$ cat config.mk
export PLATFORM = sky130hd
export DESIGN_NAME = sic_top
export DESIGN_NICKNAME = d
export VERILOG_FILES = /design/src/sic_pkg.sv /design/src/sic_edge_sync.sv /design/src/sic_top.sv
export SDC_FILE = /design/constraint.sdc
export NUM_CORES = 1
export LEC_CHECK = 0
export ABC_AREA = 1
export BUFFER_PORTS_ARGS = -buffer_cell sky130_fd_sc_hd__buf_2
export CAP_MARGIN = 30
export CORE_MARGIN = 2
export CORE_UTILIZATION = 55
export DETAILED_ROUTE_END_ITERATION = 10
export HOLD_SLACK_MARGIN = 0.08
export PLACE_DENSITY_LB_ADDON = 0.1
export SLEW_MARGIN = 40
export SYNTH_ARGS = -nofsm -noshare
export SYNTH_HDL_FRONTEND = slang
export SYNTH_SLANG_ARGS = --single-unit
$ cat constraint.sdc
create_clock -name i_mclk -period 2.45 [get_ports i_mclk]
set_input_delay 0.3675 -clock i_mclk [delete_from_list [all_inputs] [get_ports i_mclk]]
set_output_delay 0.3675 -clock i_mclk [all_outputs]
set_load 0.1 [all_outputs]
$ cat src/sic_pkg.sv
// Constants and types for the six-level interrupt controller
package sic_pkg;
	localparam int unsigned NUM_LEVELS = 6;
	// Register file addresses of the three control registers
	localparam logic [7:0] ADDR_PRIORITY = 8'hF9;
	localparam logic [7:0] ADDR_REQUEST = 8'hFA;
	localparam logic [7:0] ADDR_MASK = 8'hFB;
	// Reset values
	localparam logic [7:0] PRIORITY_RESET = 8'h00;
	localparam logic [7:0] MASK_RESET = 8'h00;
	localparam logic [5:0] REQUEST_RESET = 6'h00;
	// Field positions
	localparam int unsigned MASK_MASTER_BIT = 7;
	localparam int unsigned PRI_C_BIT = 1;
	localparam int unsigned PRI_B_BIT = 2;
	localparam int unsigned PRI_A_BIT = 5;
	localparam int unsigned PRI_CODE_HI_BIT = 4;
	localparam int unsigned PRI_CODE_MID_BIT = 3;
	localparam int unsigned PRI_CODE_LO_BIT = 0;
	// Level numbers
	localparam logic [2:0] LVL_0 = 3'h0;
	localparam logic [2:0] LVL_1 = 3'h1;
	localparam logic [2:0] LVL_2 = 3'h2;
	localparam logic [2:0] LVL_3 = 3'h3;
	localparam logic [2:0] LVL_4 = 3'h4;
	localparam logic [2:0] LVL_5 = 3'h5;
	// Group order codes
	localparam logic [2:0] ORD_CAB = 3'h1;
	localparam logic [2:0] ORD_ABC = 3'h2;
	localparam logic [2:0] ORD_ACB = 3'h3;
	localparam logic [2:0] ORD_BCA = 3'h4;
	localparam logic [2:0] ORD_CBA = 3'h5;
	localparam logic [2:0] ORD_BAC = 3'h6;
	// Interrupt cycle steps, Gray coded along the sequence
	typedef enum logic [2:0] {
		SIC_IDLE = 3'h0,
		SIC_PUSH_PCL = 3'h1,
		SIC_PUSH_PCH = 3'h3,
		SIC_PUSH_FLAGS = 3'h2,
		SIC_FETCH_VH = 3'h6,
		SIC_FETCH_VL = 3'h7,
		SIC_BRANCH = 3'h5
	} sic_step_t;
endpackage

$ cat src/sic_edge_sync.sv
// Falling-edge capture and two-stage synchroniser for one port line
`timescale 1ns/1ps
module sic_edge_sync (
	input wire logic i_mclk,
	input wire logic i_rst,
	input wire logic i_line,
	output logic o_req
);
	logic prev_reg, prev_next;
	logic cap_reg, cap_next;
	logic s1_reg, s1_next;
	logic s2_reg, s2_next;
	logic done_reg, done_next;
	logic req_reg, req_next;

	always_comb begin
		prev_next = i_line;
		// Capture holds until the request has passed both stages
		cap_next = (cap_reg & ~s2_reg) | (prev_reg & ~i_line);
		s1_next = cap_reg;
		s2_next = s1_reg;
		// Pulse taken from the settled stage only, never from the first stage
		done_next = s2_reg;
		req_next = s2_reg & ~done_reg;
	end

	always_ff @(posedge i_mclk or posedge i_rst) begin
		if (i_rst) begin
			prev_reg <= 1'b1;
			cap_reg <= 1'b0;
			s1_reg <= 1'b0;
			s2_reg <= 1'b0;
			done_reg <= 1'b0;
			req_reg <= 1'b0;
		end else begin
			prev_reg <= prev_next;
			cap_reg <= cap_next;
			s1_reg <= s1_next;
			s2_reg <= s2_next;
			done_reg <= done_next;
			req_reg <= req_next;
		end
	end

	assign o_req = req_reg;

	property p_delay;
		@(posedge i_mclk) disable iff (i_rst) $rose(cap_reg) |-> ##3 req_reg;
	endproperty
	a_delay: assert property (p_delay) else $error("port request delay wrong");
endmodule

$ cat src/sic_top.sv
// Six-level interrupt request capture, masking and priority logic
`timescale 1ns/1ps
module sic_top (
	input wire logic i_mclk,
	input wire logic i_rst,
	input wire logic [3:0] i_port3_line,
	input wire logic i_serial_rx_en,
	input wire logic i_rx_byte_done,
	input wire logic i_serial_tx_en,
	input wire logic i_tx_empty,
	input wire logic i_timer0_en,
	input wire logic i_timer0_eoc,
	input wire logic i_timer1_eoc,
	input wire logic i_sample,
	input wire logic i_int_ack,
	input wire logic i_ei,
	input wire logic i_di,
	input wire logic i_interrupt_return_instruction,
	input wire logic i_reg_wr,
	input wire logic i_reg_rd,
	input wire logic [7:0] i_reg_addr,
	input wire logic [7:0] i_reg_wdata,
	output logic [7:0] o_reg_rdata,
	output logic o_int_req,
	output logic [2:0] o_int_level,
	output logic [7:0] o_vec_addr,
	output sic_pkg::sic_step_t o_step
);
	logic [3:0] ext_pulse;
	logic [5:0] src;
	logic [5:0] src_prev_reg, src_prev_next;
	logic [5:0] lat_reg, lat_next;
	logic [5:0] flag_reg, flag_next;
	logic [7:0] mask_reg, mask_next;
	logic [7:0] pri_reg, pri_next;
	logic ei_seen_reg, ei_seen_next;
	logic [7:0] rdata_reg, rdata_next;
	logic int_req_reg, int_req_next;
	logic [2:0] level_reg, level_next;
	logic [7:0] vec_reg, vec_next;
	sic_pkg::sic_step_t step_reg, step_next;
	logic [5:0] eligible;
	logic [2:0] sel_lvl;
	logic int_any;
	logic ack_take;
	logic [3:0] grp_a, grp_b, grp_c;
	logic [2:0] order;

	// Port line order 2,3,1,0 feeds levels 0..3; line 0 reaches level 3 only while i_serial_rx_en is low
	genvar g;
	generate
		for (g = 0; g < 4; g++) begin : g_ext
			sic_edge_sync u_sync (
				.i_mclk(i_mclk),
				.i_rst(i_rst),
				.i_line(i_port3_line[g]),
				.o_req(ext_pulse[g])
			);
		end
	endgenerate

	// Pick one member of a pair; returns {valid, level}
	function automatic logic [3:0] pair_pick(input logic [5:0] el, input logic [2:0] first,
		input logic [2:0] second);
		logic [3:0] r;
		r = 4'h0;
		if (el[first])
			r = {1'b1, first};
		else if (el[second])
			r = {1'b1, second};
		return r;
	endfunction

	always_comb begin
		src[0] = ext_pulse[2];
		src[1] = ext_pulse[3];
		src[2] = ext_pulse[1];
		src[3] = i_serial_rx_en ? i_rx_byte_done : ext_pulse[0];
		src[4] = (i_serial_tx_en & i_tx_empty) | (i_timer0_en & i_timer0_eoc);
		src[5] = i_timer1_eoc;
	end

	// Priority resolution
	always_comb begin
		eligible = flag_reg & mask_reg[5:0] & {6{mask_reg[sic_pkg::MASK_MASTER_BIT]}};
		grp_a = pri_reg[sic_pkg::PRI_A_BIT] ?
			pair_pick(eligible, sic_pkg::LVL_3, sic_pkg::LVL_5) :
			pair_pick(eligible, sic_pkg::LVL_5, sic_pkg::LVL_3);
		grp_b = pri_reg[sic_pkg::PRI_B_BIT] ?
			pair_pick(eligible, sic_pkg::LVL_0, sic_pkg::LVL_2) :
			pair_pick(eligible, sic_pkg::LVL_2, sic_pkg::LVL_0);
		grp_c = pri_reg[sic_pkg::PRI_C_BIT] ?
			pair_pick(eligible, sic_pkg::LVL_4, sic_pkg::LVL_1) :
			pair_pick(eligible, sic_pkg::LVL_1, sic_pkg::LVL_4);
		order = {pri_reg[sic_pkg::PRI_CODE_HI_BIT], pri_reg[sic_pkg::PRI_CODE_MID_BIT],
			pri_reg[sic_pkg::PRI_CODE_LO_BIT]};
		sel_lvl = 3'h0;
		int_any = grp_a[3] | grp_b[3] | grp_c[3];
		case (order)
			sic_pkg::ORD_CAB: sel_lvl = grp_c[3] ? grp_c[2:0] : (grp_a[3] ? grp_a[2:0] : grp_b[2:0]);
			sic_pkg::ORD_ACB: sel_lvl = grp_a[3] ? grp_a[2:0] : (grp_c[3] ? grp_c[2:0] : grp_b[2:0]);
			sic_pkg::ORD_BCA: sel_lvl = grp_b[3] ? grp_b[2:0] : (grp_c[3] ? grp_c[2:0] : grp_a[2:0]);
			sic_pkg::ORD_CBA: sel_lvl = grp_c[3] ? grp_c[2:0] : (grp_b[3] ? grp_b[2:0] : grp_a[2:0]);
			sic_pkg::ORD_BAC: sel_lvl = grp_b[3] ? grp_b[2:0] : (grp_a[3] ? grp_a[2:0] : grp_c[2:0]);
			// ABC and the two unused codes share one fixed order
			default: sel_lvl = grp_a[3] ? grp_a[2:0] : (grp_b[3] ? grp_b[2:0] : grp_c[2:0]);
		endcase
	end

	// Request latches, flags and control registers
	always_comb begin
		ack_take = i_int_ack & int_any & (step_reg == sic_pkg::SIC_IDLE);
		src_prev_next = src;
		// New edge wins over the sample clear
		lat_next = (lat_reg & ~{6{i_sample}}) | (src & ~src_prev_reg);
		ei_seen_next = ei_seen_reg | i_ei;
		flag_next = flag_reg;
		if (i_reg_wr && i_reg_addr == sic_pkg::ADDR_REQUEST)
			flag_next = i_reg_wdata[5:0];
		if (ack_take)
			flag_next = flag_next & ~(6'h01 << sic_pkg::NUM_LEVELS'(sel_lvl));
		if (i_sample)
			flag_next = flag_next | lat_reg;
		if (!ei_seen_reg)
			flag_next = sic_pkg::REQUEST_RESET;
		mask_next = mask_reg;
		if (i_reg_wr && i_reg_addr == sic_pkg::ADDR_MASK)
			mask_next = {i_reg_wdata[7], 1'b0, i_reg_wdata[5:0]};
		if (i_ei || i_interrupt_return_instruction)
			mask_next[sic_pkg::MASK_MASTER_BIT] = 1'b1;
		if (i_di || ack_take)
			mask_next[sic_pkg::MASK_MASTER_BIT] = 1'b0;
		pri_next = pri_reg;
		if (i_reg_wr && i_reg_addr == sic_pkg::ADDR_PRIORITY)
			pri_next = {2'h0, i_reg_wdata[5:0]};
		rdata_next = rdata_reg;
		if (i_reg_rd) begin
			// Priority register is write-only and reads as zero
			case (i_reg_addr)
				sic_pkg::ADDR_REQUEST: rdata_next = {2'h0, flag_reg};
				sic_pkg::ADDR_MASK: rdata_next = {mask_reg[7], 1'b0, mask_reg[5:0]};
				default: rdata_next = 8'h00;
			endcase
		end
		int_req_next = int_any;
		level_next = sel_lvl;
	end

	// Interrupt cycle sequence
	always_comb begin
		step_next = step_reg;
		vec_next = vec_reg;
		unique case (step_reg)
			sic_pkg::SIC_IDLE: begin
				if (ack_take) begin
					step_next = sic_pkg::SIC_PUSH_PCL;
					vec_next = {4'h0, sel_lvl, 1'b0};
				end
			end
			sic_pkg::SIC_PUSH_PCL: step_next = sic_pkg::SIC_PUSH_PCH;
			sic_pkg::SIC_PUSH_PCH: step_next = sic_pkg::SIC_PUSH_FLAGS;
			sic_pkg::SIC_PUSH_FLAGS: step_next = sic_pkg::SIC_FETCH_VH;
			sic_pkg::SIC_FETCH_VH: begin
				step_next = sic_pkg::SIC_FETCH_VL;
				vec_next = vec_reg | 8'h01;
			end
			sic_pkg::SIC_FETCH_VL: step_next = sic_pkg::SIC_BRANCH;
			sic_pkg::SIC_BRANCH: step_next = sic_pkg::SIC_IDLE;
			default: step_next = sic_pkg::SIC_IDLE;
		endcase
	end

	always_ff @(posedge i_mclk or posedge i_rst) begin
		if (i_rst) begin
			src_prev_reg <= 6'h00;
			lat_reg <= 6'h00;
			flag_reg <= sic_pkg::REQUEST_RESET;
			mask_reg <= sic_pkg::MASK_RESET;
			pri_reg <= sic_pkg::PRIORITY_RESET;
			ei_seen_reg <= 1'b0;
			rdata_reg <= 8'h00;
			int_req_reg <= 1'b0;
			level_reg <= 3'h0;
			vec_reg <= 8'h00;
			step_reg <= sic_pkg::SIC_IDLE;
		end else begin
			src_prev_reg <= src_prev_next;
			lat_reg <= lat_next;
			flag_reg <= flag_next;
			mask_reg <= mask_next;
			pri_reg <= pri_next;
			ei_seen_reg <= ei_seen_next;
			rdata_reg <= rdata_next;
			int_req_reg <= int_req_next;
			level_reg <= level_next;
			vec_reg <= vec_next;
			step_reg <= step_next;
		end
	end

	assign o_reg_rdata = rdata_reg;
	assign o_int_req = int_req_reg;
	assign o_int_level = level_reg;
	assign o_vec_addr = vec_reg;
	assign o_step = step_reg;

	property p_hold;
		@(posedge i_mclk) disable iff (i_rst) !ei_seen_reg |-> flag_reg == 6'h00;
	endproperty
	a_hold: assert property (p_hold) else $error("request flags set before enable");

	property p_lat;
		@(posedge i_mclk) disable iff (i_rst)
			!i_sample |=> (lat_reg & $past(lat_reg)) == $past(lat_reg);
	endproperty
	a_lat: assert property (p_lat) else $error("latch dropped before sample");

	property p_xfer;
		@(posedge i_mclk) disable iff (i_rst)
			i_sample && ei_seen_reg |=> (flag_reg & $past(lat_reg)) == $past(lat_reg);
	endproperty
	a_xfer: assert property (p_xfer) else $error("sample did not move latch");

	property p_ack;
		@(posedge i_mclk) disable iff (i_rst)
			ack_take && !i_reg_wr && !i_sample
			|=> flag_reg == ($past(flag_reg) & ~(6'h01 << $past(sel_lvl)));
	endproperty
	a_ack: assert property (p_ack) else $error("wrong flag cleared on ack");

	property p_master;
		@(posedge i_mclk) disable iff (i_rst)
			ack_take && !i_ei && !i_interrupt_return_instruction |=> !mask_reg[7] ##1 !o_int_req;
	endproperty
	a_master: assert property (p_master) else $error("master enable kept on ack");

	property p_vec;
		@(posedge i_mclk) disable iff (i_rst)
			ack_take |=> o_vec_addr == {4'h0, $past(sel_lvl), 1'b0} ##4 o_vec_addr[0];
	endproperty
	a_vec: assert property (p_vec) else $error("vector address wrong");

	property p_seq;
		@(posedge i_mclk) disable iff (i_rst)
			step_reg == sic_pkg::SIC_PUSH_PCL |=> step_reg == sic_pkg::SIC_PUSH_PCH
			##1 step_reg == sic_pkg::SIC_PUSH_FLAGS ##1 step_reg == sic_pkg::SIC_FETCH_VH
			##1 step_reg == sic_pkg::SIC_FETCH_VL ##1 step_reg == sic_pkg::SIC_BRANCH
			##1 step_reg == sic_pkg::SIC_IDLE;
	endproperty
	a_seq: assert property (p_seq) else $error("interrupt cycle order wrong");

	property p_pair;
		@(posedge i_mclk) disable iff (i_rst)
			eligible == 6'h28 |-> sel_lvl == (pri_reg[5] ? 3'h3 : 3'h5);
	endproperty
	a_pair: assert property (p_pair) else $error("pair A order wrong");

	property p_order;
		@(posedge i_mclk) disable iff (i_rst)
			eligible == 6'h09 && {pri_reg[4], pri_reg[3], pri_reg[0]} == 3'h2 |-> sel_lvl == 3'h3;
	endproperty
	a_order: assert property (p_order) else $error("group order wrong");

	property p_pick;
		@(posedge i_mclk) disable iff (i_rst) int_any |-> eligible[sel_lvl];
	endproperty
	a_pick: assert property (p_pick) else $error("selected level not eligible");
endmodule

==> results.py <==
metrics = {
    "floorplanning": {
        "core.rowCount": 27,
        "dieArea_sq_mm": 0.006529,
        "die_w_microns": 80.81,
        "io_pins": 59,
        "fp.coreArea_sq_mm": 0.005608,
        "die_height_microns": 80.81,
        "initial_core_util": 0.5785,
    },
    "synth": {
        "yosys.cell_types.count": 31,
        "syn_area_sq_mm": 0.003244,
        "ys_seq_elements": 74,
        "synthTopCellsByArea": "dfrtp_1 54%, nand2_1 10%, inv_1 6.0%, o21ai_0 3.9%, dfstp_2 3.2%",
        "yosysTopAreaCell": "dfrtp_1",
        "synthTopCellsByCount": "88 x nand2_1, 70 x dfrtp_1, 52 x inv_1",
        "postSynthAreaPerCell_sq_um": 9.139,
        "ys_warn_count": 0,
        "yosysMostFrequentCell": "nand2_1",
        "synth_top_area_frac": 0.5399,
        "yosys_most_used_dff": "dfrtp_1",
        "synth_edf_count": 0,
        "synthCells": 355,
        "seq_area_frac_synth": 0.5723,
        "synthArstFlopShare": 1.000,
    },
    "clocking": {
        "h-tree-depth": 3,
        "tritoncts": "built",
        "clock-sinks": 74,
        "cts_resized": 0,
        "worstSkewPairLatency_ps": 340,
        "clkSlewWorstSetupHoldPaths_ps": 80,
        "clockBufferDepth": 2,
        "numCtsBuffers": 9,
        "cts_root_buf": "clkbuf_8",
    },
    "power_and_ir_drop": {
        "p_leak_uw": 0.001960,
        "vdd_ir_drop_max_mv": 0.5537,
        "power.density_mw_per_mm2": 898.2,
    },
    "setup_path": {
        "crit_required_ps": 2680,
        "r2r-end": "flag_reg[2]",
        "path_depth": 10,
        "slowest_stage": "dfrtp_1",
        "critPathMaxStageDelay_ps": 510,
        "crit_fanout": 7,
        "cp-end-kind": "register",
        "timing.critical_path.arrival_ps": 2010,
        "cp_cell_sequence": "buf_4 > nand3_4 > nand2_4 > inv_2 > nand2_4 > nand3_4 > inv_2 > nand2_1 > o21ai_1 > a21oi_1",
        "rr_worst_depth": 10,
        "r2r-start": "mask_reg[7]",
        "setup.worst_path.class": "register to register",
        "critPathTopFamily": "flip-flops",
        "r2r_slack_ps": 670,
        "setup.worst_path.start_class": "register",
        "crit_start": "mask_reg[7]",
        "cp_num_buf_inv": 3,
        "crit_end": "flag_reg[2]",
    },
    "sta": {
        "setup_slack_ps": 667.3,
        "maxClockFrequency_ghz": 0.5609,
        "final_max_slew_viol_count": 0,
        "hold_viol": 0,
        "setup_tns_ps": 0,
        "skew_ps": 5.958,
        "min_period_over_period": 0.7276,
        "finalSetupViolCount": 0,
        "grt_setup_unrepaired": "no",
        "min_period_ps": 1783,
    },
    "finish": {
        "fillers": 454,
        "diodes": 0,
        "area_growth_pct": 17.74,
        "fin_nets": 452,
        "fin_cells": 493,
        "drive_gt1_frac": 0.2494,
        "final_util": 0.6812,
    },
    "placement": {
        "placed_cells": 476,
        "dp_slack_ps": 654.5,
        "port-buffer-count": 52,
        "globalplace.congestion": 0.8472,
        "dp_hpwl_microns": 4777,
    },
    "status": {
        "status": "completed",
    },
    "run": {
        "max_cap_violations": 0,
    },
    "drt": {
        "drtIter0Drc": 112,
        "vias": 2501,
        "drt-total-wl_microns": 6415,
        "dr.pass1.iters": 4,
        "drc": 0,
        "routed_via_density": 5.073,
        "ant_nets": 0,
        "wl_per_cell_microns": 13.01,
    },
    "grt": {
        "grt_max_degree": 31,
        "overflow": 0,
        "grt_antenna_before_repair": 0,
        "grt_use_total": 0.2230,
        "grt_pass1_vias": 2447,
        "grt_pass1_wl_microns": 10890,
    },
    "worst_hold_path": {
        "holdCritPathClass": "input pin to register",
    },
}
-- metrics by stage --
stage / total power, uW / cell area, sq um / hold slack (ps)
4_1_cts: 3462 / 3820 / 109.3
2_1_floorplan: 2167 / 3259 / 331.2
3_5_place_dp: 2331 / 3567 / 336.2
5_1_grt: 3590 / 3820 / 106.6
6_report: 3431 / 3820 / 124.2
3_3_place_gp: 2314 / 3567 / 333.1
-- power breakdown --
group	total [uW]	leakage [uW]	switching [uW]	internal, uW
clock network	1130	0.000117	447	680
logic	835	0.000939	671	164
registers	1470	0.000904	95.4	1370
total	3430	0.00196	1210	2220
-- repair_timing --
action / CTS / global route
endpoints found under the hold margin: 19 / 0
hold buffers: 1 / 0
buffers inserted: 0 / 0
-- cells by family after synthesis --
group           Yosys count  share of synthesized area
simple gates            149                     0.2306
mux                       1                   0.003471
flops                    74                     0.5723
compound gates           59                     0.1018
other cells               1                   0.001156
buf+inv                  71                    0.09063
-- routing by layer --
layer	vias up	wire length (microns)	GRT usage
met3	12	290	0.05444
met4	0	132	0.1017
li1	1245	-	-
met5	-	0	0
met2	63	3169	0.3686
met1	1181	2822	0.2785
-- final cells by class --
type	count	area (sq um)	share of cell area
sequential	74	1857	0.4861
multi-input combinational	214	1109	0.2902
timing repair buffer	56	292.8	0.07665
inverter	61	229.0	0.05994
clock buffer	10	127.6	0.03341
clock inverter	6	115.1	0.03013
tap	72	90.09	0.02358
-- worst min path at each step --
stage,startpoint,endpoint,slack (ps),depth (start not counted)
floorplan,g_ext[0].u_sync.s1_reg,g_ext[0].u_sync.done_next,330,0
global placement,g_ext[2].u_sync.s1_reg,g_ext[2].u_sync.done_next,330,0
detailed placement,g_ext[3].u_sync.s1_reg,g_ext[3].u_sync.done_next,340,0
CTS,i_port3_line[3],g_ext[3].u_sync.prev_reg,110,1
global route,i_port3_line[3],g_ext[3].u_sync.prev_reg,110,1
finish,i_port3_line[0],g_ext[0].u_sync.prev_reg,120,1
-- cells in the final DEF (no fill, tap or decap), drive strengths merged --
master,netlist,routed
nand2,96,96
dfrtp,70,70
inv,60,60
buf,7,55
o21ai,31,31
nor2,25,25
nand3,23,23
clkbuf,3,10
a21oi,9,9
o22ai,7,7
a31oi,6,6
conb,1,5
nand4,4,4
dfstp,4,4
bufinv,0,3
clkinv,1,3
o21a,2,2
o21bai,2,2
nor3,1,1
mux2,1,1
a32o,1,1
a311oi,1,1
clkinvlp,0,1
dlygate4sd3,0,1
-- worst register-to-register path, cell delays in order (launching register included) --
cell and delay (ps):
dfrtp_1 510, buf_4 240, nand3_4 110, nand2_4 100, inv_2 50, nand2_4 80, nand3_4 90, inv_2 130
nand2_1 110, o21ai_1 160, a21oi_1 80
(Power assumes the default switching activity.)
